## config.mk

```make
export PLATFORM = sky130hd
export DESIGN_NAME = dspiv_vectoring
export DESIGN_NICKNAME = d
export VERILOG_FILES = /design/src/inc/dspiv_pkg.sv /design/src/inc/dspiv_sel_if.sv /design/src/rtl/dspiv_pending.sv /design/src/rtl/dspiv_priority.sv /design/src/rtl/dspiv_vectoring.sv
export SDC_FILE = /design/constraint.sdc
export NUM_CORES = 1
export LEC_CHECK = 0
export ABC_AREA = 0
export BUFFER_PORTS_ARGS = -buffer_cell sky130_fd_sc_hd__buf_2
export CAP_MARGIN = 25
export CELL_PAD_IN_SITES_DETAIL_PLACEMENT = 1
export CELL_PAD_IN_SITES_GLOBAL_PLACEMENT = 2
export CORE_ASPECT_RATIO = 0.75
export CORE_MARGIN = 10
export CORE_UTILIZATION = 29
export CTS_CLUSTER_DIAMETER = 40
export DETAILED_ROUTE_END_ITERATION = 8
export PLACE_DENSITY_LB_ADDON = 0.1
export SYNTH_ARGS = -nofsm -noshare
export SYNTH_HDL_FRONTEND = slang
export SYNTH_SLANG_ARGS = --single-unit
```

## constraint.sdc

```tcl
create_clock -name clock -period 2.51 [get_ports clock]
set_input_delay 0.251 -clock clock [delete_from_list [all_inputs] [get_ports clock]]
set_output_delay 0.251 -clock clock [all_outputs]
set_load 0.02 [all_outputs]
```

## src/inc/dspiv_pkg.sv

```systemverilog
/*
 Constants, field positions and shared functions of the interrupt
 vectoring block. Assumes a 32-bit control word path and sixteen
 interrupt slots.
*/
package dspiv_pkg;
    // Slot numbering and table geometry
    localparam int DSPIV_NINT = 16;
    localparam int DSPIV_NMASK = 12;
    localparam int DSPIV_MASK_LO = 4;
    localparam logic [3:0] DSPIV_NMI_NUM = 4'h1;
    localparam int DSPIV_PKT_LSB = 5;
    localparam int DSPIV_BASE_LSB = 10;
    localparam int DSPIV_BASEW = 22;
    localparam logic [31:0] DSPIV_RESET_ADDR = 32'h0;
    localparam logic [21:0] DSPIV_BASE_RST = 22'h0;
    // Flag and enable layouts
    localparam logic [15:0] DSPIV_FLAG_MASK = 16'hfff2;
    localparam logic [15:0] DSPIV_IE_MASK = 16'hfff0;
    localparam int DSPIV_NONMASK_ENABLE_BIT = 1;
    localparam int DSPIV_GIE_BIT = 0;
    localparam int DSPIV_PRIOR_GLOBAL_ENABLE_BIT = 1;
    // Control register move selects
    localparam logic [2:0] DSPIV_SEL_CSR = 3'h0;
    localparam logic [2:0] DSPIV_SEL_IER = 3'h1;
    localparam logic [2:0] DSPIV_SEL_IFR = 3'h2;
    localparam logic [2:0] DSPIV_SEL_ICR = 3'h3;
    localparam logic [2:0] DSPIV_SEL_VECTOR_TABLE_POINTER = 3'h4;

    // Lowest set index from 1 upward, zero when none
    function automatic logic [4:0] dspivFirst(input logic [15:0] v);
        logic [4:0] r;
        r = 5'h0;
        for (int i = 15; i >= 1; i--) begin
            if (v[i]) begin
                r = 5'(i);
            end
        end
        return r;
    endfunction

    // Packet address: base, slot number, 32-byte packet offset
    function automatic logic [31:0] dspivVecAddr(input logic [21:0] base, input logic [4:0] num);
        return {base, num, 5'h0};
    endfunction
endpackage

```

## src/inc/dspiv_sel_if.sv

```systemverilog
/*
 Carrier between the pending flag store and the priority selector.
 Assumes the owner drives enables, gie and blocked.
*/
`timescale 1ns/10ps
interface dspiv_sel_if;
    logic [15:0] flags;
    logic [15:0] enables;
    logic global_int_enable;
    logic blocked;
    logic [4:0] topNum;
    logic takeValid;
    logic [3:0] takeNum;
    modport pend (output flags, input takeValid, input takeNum);
    modport prio (input flags, input enables, input global_int_enable, input blocked,
                  output topNum, output takeValid, output takeNum);
endinterface

```

## src/rtl/dspiv_pending.sv

```systemverilog
/*
 Pending flag store: sets from input events and software, clears
 on software clear and on acceptance. Assumes single clock domain.
*/
`timescale 1ns/10ps
module dspiv_pending
    import dspiv_pkg::*;
(
    // Clock and reset
    input wire logic clock,
    input wire logic srst,
    // Set and clear sources
    input wire logic [15:0] setEvt,
    input wire logic [15:0] swSet,
    input wire logic [15:0] swClr,
    // Selector side
    dspiv_sel_if.pend sel
);
    logic [15:0] flags_reg;
    logic [15:0] flags_next;
    logic [15:0] takeMask;

    assign takeMask = sel.takeValid ? (16'h1 << sel.takeNum) : 16'h0;
    // Set wins over any clear in the same cycle
    assign flags_next = ((flags_reg & ~swClr & ~takeMask) | setEvt | swSet) & DSPIV_FLAG_MASK;

    always_ff @(posedge clock) begin
        if (srst) begin
            flags_reg <= 16'h0;
        end else begin
            flags_reg <= flags_next;
        end
    end

    assign sel.flags = flags_reg;

    set_wins_a: assert property (@(posedge clock) disable iff (srst)
        (|(setEvt & DSPIV_FLAG_MASK)) |=> ((flags_reg & $past(setEvt) & DSPIV_FLAG_MASK)
            == ($past(setEvt) & DSPIV_FLAG_MASK)))
        else $error("event lost in pending flags");

    take_clear_a: assert property (@(posedge clock) disable iff (srst)
        sel.takeValid && !(setEvt[sel.takeNum] || swSet[sel.takeNum]) |=> !flags_reg[$past(sel.takeNum)])
        else $error("accepted flag not cleared");
endmodule

```

## src/rtl/dspiv_priority.sv

```systemverilog
/*
 Priority selection: highest priority pending enabled number for the table
 pointer, and the acceptance decision. Assumes registered inputs.
*/
`timescale 1ns/10ps
module dspiv_priority
    import dspiv_pkg::*;
(
    // Clock and reset, checks only
    input wire logic clock,
    input wire logic srst,
    // Selector side
    dspiv_sel_if.prio sel
);
    logic [4:0] firstFlag;
    logic nmiGo;
    logic maskGo;

    // Individual enables only, NMI gated by its own enable
    assign sel.topNum = dspivFirst(sel.flags & sel.enables & DSPIV_FLAG_MASK);
    assign firstFlag = dspivFirst(sel.flags & DSPIV_FLAG_MASK);
    assign nmiGo = sel.flags[DSPIV_NMI_NUM] & sel.enables[DSPIV_NONMASK_ENABLE_BIT];
    // Highest flag only, with global and nonmaskable enables
    assign maskGo = sel.global_int_enable & sel.enables[DSPIV_NONMASK_ENABLE_BIT] & (firstFlag >= 5'(DSPIV_MASK_LO))
                    & sel.enables[firstFlag[3:0]];
    assign sel.takeValid = !sel.blocked & (nmiGo | maskGo);
    assign sel.takeNum = firstFlag[3:0];

    nmi_gate_a: assert property (@(posedge clock) disable iff (srst)
        sel.takeValid && sel.takeNum == DSPIV_NMI_NUM |-> sel.enables[DSPIV_NONMASK_ENABLE_BIT])
        else $error("nonmaskable taken while disabled");

    mask_gate_a: assert property (@(posedge clock) disable iff (srst)
        sel.takeValid && sel.takeNum != DSPIV_NMI_NUM
        |-> sel.global_int_enable && sel.enables[DSPIV_NONMASK_ENABLE_BIT] && sel.enables[sel.takeNum])
        else $error("maskable taken while disabled");

    delay_hold_a: assert property (@(posedge clock) disable iff (srst)
        sel.blocked |-> !sel.takeValid)
        else $error("interrupt taken in delay slot");

    top_prio_a: assert property (@(posedge clock) disable iff (srst)
        sel.takeValid |-> ((sel.flags & DSPIV_FLAG_MASK & ((16'h1 << sel.takeNum) - 16'h1)) == 16'h0))
        else $error("lower priority taken first");

    hpe_zero_a: assert property (@(posedge clock) disable iff (srst)
        ((sel.flags & sel.enables & DSPIV_FLAG_MASK) == 16'h0) |-> sel.topNum == 5'h0)
        else $error("top pending number not zero");
endmodule

```

## src/rtl/dspiv_vectoring.sv

```systemverilog
/*
 Interrupt acceptance and vectoring of the CPU core: enables,
 pending flags, priority, acknowledge and packet fetch address.
 Assumes pins are asynchronous, pipeline strobes are on clock.
*/
`timescale 1ns/10ps
module dspiv_vectoring
    import dspiv_pkg::*;
#(
    parameter int NMASK = DSPIV_NMASK
)
(
    // Clock and reset
    input wire logic clock,
    input wire logic srst,
    // Interrupt pins
    input wire logic nmiPin,
    input wire logic [NMASK-1:0] maskPins,
    // Pipeline status
    input wire logic inDelaySlot,
    input wire logic intReturn,
    // Control register move
    input wire logic [2:0] ctrlSel,
    input wire logic ctrlWrite,
    input wire logic ctrlRead,
    input wire logic [31:0] ctrlWrData,
    output logic [31:0] ctrlRdData,
    output logic ctrlRdValid,
    // Program fetch
    output logic fetchStrobe,
    output logic [31:0] fetchAddr,
    // Acknowledge to external hardware
    output logic intAck,
    output logic [3:0] vectorNumber
);
    dspiv_sel_if selBus();

    logic [NMASK:0] sync1_reg;
    logic [NMASK:0] sync2_reg;
    logic [NMASK:0] prev_reg;
    logic [NMASK:0] rise;
    logic [15:0] setEvt;
    logic [15:0] swSet;
    logic [15:0] swClr;
    logic nonmask_enable_reg;
    logic gie_reg;
    logic prior_global_enable_reg;
    logic [15:0] ier_reg;
    logic [DSPIV_BASEW-1:0] tableBase_reg;
    logic rstDone_reg;
    logic fetchStrobe_reg;
    logic [31:0] fetchAddr_reg;
    logic intAck_reg;
    logic [3:0] vectorNum_reg;
    logic [31:0] rdData_reg;
    logic rdValid_reg;
    logic [31:0] rdData_next;
    logic wrCsr;
    logic wrIer;
    logic wrIstp;
    logic takeNmi;
    logic takeMask;

    // Pin synchronisers, nonmaskable in the top bit
    always_ff @(posedge clock) begin
        if (srst) begin
            sync1_reg <= '0;
            sync2_reg <= '0;
            prev_reg <= '0;
        end else begin
            sync1_reg <= {nmiPin, maskPins};
            sync2_reg <= sync1_reg;
            prev_reg <= sync2_reg;
        end
    end

    // Rising transitions mark occurrences
    assign rise = sync2_reg & ~prev_reg;
    assign setEvt = {rise[NMASK-1:0], 2'b00, rise[NMASK], 1'b0};

    // Control register move decode
    assign wrCsr = ctrlWrite && (ctrlSel == DSPIV_SEL_CSR);
    assign wrIer = ctrlWrite && (ctrlSel == DSPIV_SEL_IER);
    assign wrIstp = ctrlWrite && (ctrlSel == DSPIV_SEL_VECTOR_TABLE_POINTER);
    assign swSet = (ctrlWrite && ctrlSel == DSPIV_SEL_IFR) ? (ctrlWrData[15:0] & DSPIV_FLAG_MASK) : 16'h0;
    assign swClr = (ctrlWrite && ctrlSel == DSPIV_SEL_ICR) ? (ctrlWrData[15:0] & DSPIV_FLAG_MASK) : 16'h0;

    assign takeNmi = selBus.takeValid && (selBus.takeNum == DSPIV_NMI_NUM);
    assign takeMask = selBus.takeValid && (selBus.takeNum != DSPIV_NMI_NUM);

    // Selector inputs
    assign selBus.enables = {ier_reg[15:4], 2'b00, nonmask_enable_reg, 1'b1};
    assign selBus.global_int_enable = gie_reg;
    assign selBus.blocked = inDelaySlot | !rstDone_reg;

    dspiv_pending uPend (
        .clock(clock),
        .srst(srst),
        .setEvt(setEvt),
        .swSet(swSet),
        .swClr(swClr),
        .sel(selBus)
    );

    dspiv_priority uPrio (
        .clock(clock),
        .srst(srst),
        .sel(selBus)
    );

    // Nonmaskable enable: set by software, cleared by nonmaskable acceptance
    always_ff @(posedge clock) begin
        if (srst) begin
            nonmask_enable_reg <= 1'b0;
        end else if (takeNmi) begin
            nonmask_enable_reg <= 1'b0;
        end else if (wrIer && ctrlWrData[DSPIV_NONMASK_ENABLE_BIT]) begin
            nonmask_enable_reg <= 1'b1;
        end
    end

    // Individual maskable enables
    always_ff @(posedge clock) begin
        if (srst) begin
            ier_reg <= 16'h0;
        end else if (wrIer) begin
            ier_reg <= ctrlWrData[15:0] & DSPIV_IE_MASK;
        end
    end

    // Global enable and its saved copy
    always_ff @(posedge clock) begin
        if (srst) begin
            gie_reg <= 1'b0;
            prior_global_enable_reg <= 1'b0;
        end else if (takeMask) begin
            prior_global_enable_reg <= wrCsr ? ctrlWrData[DSPIV_GIE_BIT] : gie_reg;
            gie_reg <= 1'b0;
        end else if (wrCsr) begin
            gie_reg <= ctrlWrData[DSPIV_GIE_BIT];
            prior_global_enable_reg <= ctrlWrData[DSPIV_PRIOR_GLOBAL_ENABLE_BIT];
        end else if (intReturn) begin
            gie_reg <= prior_global_enable_reg;
        end
    end

    // Table base, the only writable pointer field
    always_ff @(posedge clock) begin
        if (srst) begin
            tableBase_reg <= DSPIV_BASE_RST;
        end else if (wrIstp) begin
            tableBase_reg <= ctrlWrData[31:DSPIV_BASE_LSB];
        end
    end

    // Reset packet fetch, then acceptance fetches
    always_ff @(posedge clock) begin
        if (srst) begin
            rstDone_reg <= 1'b0;
            fetchStrobe_reg <= 1'b0;
            fetchAddr_reg <= DSPIV_RESET_ADDR;
        end else if (!rstDone_reg) begin
            rstDone_reg <= 1'b1;
            fetchStrobe_reg <= 1'b1;
            fetchAddr_reg <= DSPIV_RESET_ADDR;
        end else if (selBus.takeValid) begin
            fetchStrobe_reg <= 1'b1;
            fetchAddr_reg <= dspivVecAddr(tableBase_reg, {1'b0, selBus.takeNum});
        end else begin
            fetchStrobe_reg <= 1'b0;
        end
    end

    // Acknowledge and interrupt number
    always_ff @(posedge clock) begin
        if (srst) begin
            intAck_reg <= 1'b0;
            vectorNum_reg <= 4'h0;
        end else begin
            intAck_reg <= selBus.takeValid;
            if (selBus.takeValid) begin
                vectorNum_reg <= selBus.takeNum;
            end
        end
    end

    // Read multiplexer
    always_comb begin
        case (ctrlSel)
            DSPIV_SEL_CSR: begin
                rdData_next = {30'h0, prior_global_enable_reg, gie_reg};
            end
            DSPIV_SEL_IER: begin
                rdData_next = {16'h0, selBus.enables};
            end
            DSPIV_SEL_IFR: begin
                rdData_next = {16'h0, selBus.flags};
            end
            DSPIV_SEL_VECTOR_TABLE_POINTER: begin
                rdData_next = dspivVecAddr(tableBase_reg, selBus.topNum);
            end
            default: begin
                rdData_next = 32'h0;
            end
        endcase
    end

    always_ff @(posedge clock) begin
        if (srst) begin
            rdData_reg <= 32'h0;
            rdValid_reg <= 1'b0;
        end else begin
            rdValid_reg <= ctrlRead;
            if (ctrlRead) begin
                rdData_reg <= rdData_next;
            end
        end
    end

    assign ctrlRdData = rdData_reg;
    assign ctrlRdValid = rdValid_reg;
    assign fetchStrobe = fetchStrobe_reg;
    assign fetchAddr = fetchAddr_reg;
    assign intAck = intAck_reg;
    assign vectorNumber = vectorNum_reg;

    nonmask_enable_reset_a: assert property (@(posedge clock) disable iff (srst)
        !rstDone_reg |-> !nonmask_enable_reg)
        else $error("nonmaskable enable set after reset");

    nonmask_enable_clear_a: assert property (@(posedge clock) disable iff (srst)
        takeNmi |=> !nonmask_enable_reg ##1 (nonmask_enable_reg == $past(wrIer && ctrlWrData[DSPIV_NONMASK_ENABLE_BIT])))
        else $error("nonmaskable enable not cleared");

    nonmask_enable_sticky_a: assert property (@(posedge clock) disable iff (srst)
        nonmask_enable_reg && !takeNmi |=> nonmask_enable_reg)
        else $error("software cleared nonmaskable enable");

    gie_save_a: assert property (@(posedge clock) disable iff (srst)
        takeMask && !wrCsr |=> !gie_reg && (prior_global_enable_reg == $past(gie_reg)))
        else $error("global enable not saved");

    ack_num_a: assert property (@(posedge clock) disable iff (srst)
        selBus.takeValid |=> intAck && vectorNumber == $past(selBus.takeNum) && fetchStrobe
            && fetchAddr == dspivVecAddr($past(tableBase_reg), {1'b0, $past(selBus.takeNum)}))
        else $error("acknowledge or vector wrong");

    rst_fetch_a: assert property (@(posedge clock) disable iff (srst)
        !rstDone_reg |=> fetchStrobe && fetchAddr == DSPIV_RESET_ADDR && !intAck)
        else $error("reset packet not fetched from zero");

    vector_table_pointer_read_a: assert property (@(posedge clock) disable iff (srst)
        ctrlRead && ctrlSel == DSPIV_SEL_VECTOR_TABLE_POINTER |=> ctrlRdValid && ctrlRdData[4:0] == 5'h0
            && ctrlRdData[9:5] == $past(selBus.topNum))
        else $error("pointer low fields wrong");

    base_write_a: assert property (@(posedge clock) disable iff (srst)
        wrIstp |=> tableBase_reg == $past(ctrlWrData[31:DSPIV_BASE_LSB]) ##1 ($stable(tableBase_reg) || $past(wrIstp)))
        else $error("table base not written");
endmodule

```

==> flow_metrics.py <==
metrics = {
    "hold_path": {
        "hold_depth": 2,
        "min-delay-start": "maskPins[7]",
        "hold_path_end": "sync1_reg[7]",
        "hold_path_class": "in -> reg",
    },
    "sta": {
        "holdWs_ns": 0.0276,
        "worst_pin_slew_ns": 0.569,
        "rsz0062_at_grt": "yes",
        "finalCritPeriodShare_pct": 108,
        "post-route-min-period_ns": 2.71,
        "fmax_ghz": 0.369,
        "worst_slack_ns": -0.202,
        "max_slew_margin_pct": 61.7,
        "fin_worst_skew_ns": 0.0122,
        "slew_violations": 0,
        "setup_viol": 43,
        "finalHoldViolCount": 0,
    },
    "pwr": {
        "p_per_area_nw_per_um2": 693,
        "ir_drop_v": 0.000366,
        "p_leak_uw": 0.00346,
    },
    "setup_path": {
        "worst_setup_path_end_kind": "register",
        "criticalPathCategory": "reg -> reg",
        "worstPathMaxFanout": 4,
        "crit_required_ns": 2.83,
        "r2r_start": "uPend.sel.flags[14]",
        "cp-start-kind": "register",
        "reg2reg_depth": 8,
        "r2r_setup_slack_ns": -0.20,
        "r2r_end": "prior_global_enable_reg",
        "arrival_ns": 3.04,
    },
    "clocking": {
        "h-tree-depth": 4,
        "cts_buffers": 17,
        "cts_sinks": 153,
        "cts_hold_buf": 0,
        "clk_latency_ns": 0.43,
        "cts_tree": "built",
        "root_buffer": "clkbuf_16",
        "path_clk_slew_ns": 0.07,
        "clockBufferDepth": 2,
    },
    "logic_synthesis": {
        "async_reset_ff_share_pct": 0,
        "synthTopCellsByArea": "dfxtp_1, nor2b_1, nand2_1",
        "yosysTopAreaCell": "dfxtp_1",
        "syn_area_per_cell_um2": 8.22,
        "synth-seq-cells": 153,
        "synth_edf_count": 0,
        "synth_ff_type": "dfxtp_1",
        "syn_inst": 765,
        "syn_area_um2": 6290,
        "ys_seq_area_share_pct": 48.7,
        "synthTopCellsByCount": "dfxtp_1, nand2_1, a21oi_1",
        "synth.most_common_cell": "dfxtp_1",
        "synth_top_area_share_pct": 48.7,
        "synth.distinct_cells": 54,
        "yosys_warnings": 0,
    },
    "die": {
        "dieArea_um2": 28000,
        "die_h_um": 148,
        "start_util_pct": 29.6,
        "coreArea_um2": 21200,
        "ios": 125,
        "rows": 46,
        "die_w_um": 190,
    },
    "global_routing": {
        "grt_antenna_before_repair": 0,
        "grt_overflow": 0,
        "grtUsageTotal_pct": 16.2,
        "grt_max_degree": 45,
        "grt_pass1_vias": 6161,
        "grt_pass1_wl_mm": 35.8,
    },
    "drt": {
        "drt_iter0_drc": 231,
        "viasPerCell": 4.80,
        "drc": 0,
        "firstDrtPassIters": 4,
        "antenna_left": 0,
        "routed_wl_mm": 22.8,
        "avgRoutedWirePerCell_um": 18.7,
        "vias": 5865,
    },
    "layout": {
        "final_util_pct": 39.6,
        "largest_reg_flops": 30,
        "antennaDiodeCount": 0,
        "n_fill_cell": 2504,
        "drive_gt1_share_pct": 28.6,
        "fin_nets": 975,
        "area_delta_synth_final_pct": 33.8,
    },
    "placement": {
        "portBuffers": 114,
        "dp_hpwl_mm": 17.0,
        "gp_congestion": 0.876,
    },
    "flow_run": {
        "maxCapViolCount": 0,
    },
    "run_status": {
        "status": "finished with violations",
        "violations": "negative setup slack",
    },
}
## worst max path at each step
| stage | cells past startpoint | slack (ns) | to | startpoint |
|---|---|---|---|---|
| final | 8 | -0.20 | prior_global_enable_reg | uPend.sel.flags[14] |
| after global routing | 12 | -0.30 | uPend.sel.flags[4] | uPend.sel.flags[14] |
| after CTS | 8 | -0.25 | prior_global_enable_reg | uPend.sel.flags[14] |
| after detailed placement | 9 | -0.47 | vectorNumber[3] | uPend.sel.flags[6] |
| after global placement | 9 | -0.46 | vectorNumber[1] | uPend.sel.flags[5] |
| after floorplan | 9 | -0.13 | prior_global_enable_reg | uPend.sel.flags[11] |
## worst max-delay path, stage by stage (launching register included)
cell      delay [ns]
dfxtp_4         0.36
nand2b_4        0.13
a221o_2         0.43
and2_4          0.16
o211a_1         0.20
o31a_1          0.33
a211oi_4        0.31
mux4_2          0.53
and2_4          0.17
## kinds of logic after synthesis
family	count (synthesis)	share of synthesized area, %
AOI/OAI and AO/OA	182	17.6
buffers and inverters	66	4.77
DFF	153	48.7
muxes	10	1.79
other	1	0.0596
and+or+nand+nor	353	27.1
## metal layers
layer  track usage, %  wire, µm
met1             22.4     11600
met2             24.6      9880
met3             4.02      1150
met4             3.64       216
met5                0         0
## cell usage in the layout (no fill, tap or decap), types with 9 or more instances in the layout
cell type,Yosys,routed
a21oi_1,94,90
a22oi_1,14,14
buf_2,3,113
buf_4,11,67
clkbuf_16,0,17
dfxtp_1,153,146
mux2i_1,9,9
nand2_1,129,129
nand2b_1,10,9
nand3_1,31,25
nor2_1,61,59
nor2b_1,86,85
o21ai_0,37,18
o21ai_1,0,19
## where the power goes
| group | switching, µW | internal (µW) |
|---|---|---|
| Combinational | 403 | 300 |
| Clock | 1120 | 1480 |
| Sequential | 49.2 | 2480 |
## per-stage QoR
| stage | setup TNS, ns | std cells | total power, µW | instance area, µm² | worst slack [ns] |
|---|---|---|---|---|---|
| CTS | -5.83 | 1217 | 5860 | 8250 | -0.248 |
| detailed placement | -16.18 | 1178 | 3220 | 7510 | -0.470 |
| global route | -8.74 | 1222 | 6080 | 8420 | -0.300 |
| finish | -3.79 | 1222 | 5840 | 8420 | -0.202 |
| floorplan | -0.302 | 772 | 2920 | 6380 | -0.130 |
| global placement | -15.27 | 1178 | 3220 | 7510 | -0.455 |
## area by class of cell
type | instances | area (µm²) | share of cell area [%]
well taps | 288 | 360 | 4.28
clock buffers | 20 | 467 | 5.54
multi-input cells | 553 | 3150 | 37.4
inverters | 8 | 30.0 | 0.357
clock inverters | 12 | 131 | 1.56
flip-flops and latches | 153 | 3080 | 36.6
repair buffers | 188 | 1200 | 14.3
## what timing repair did
item                                    4_1_cts  5_1_grt
resized for setup                            27       39
pin swaps                                     8       14
gates cloned                                  1        0
setup buffers                                 6        5
endpoints found under the setup margin       46       44
Note: power is estimated with default switching activity, not from simulation.
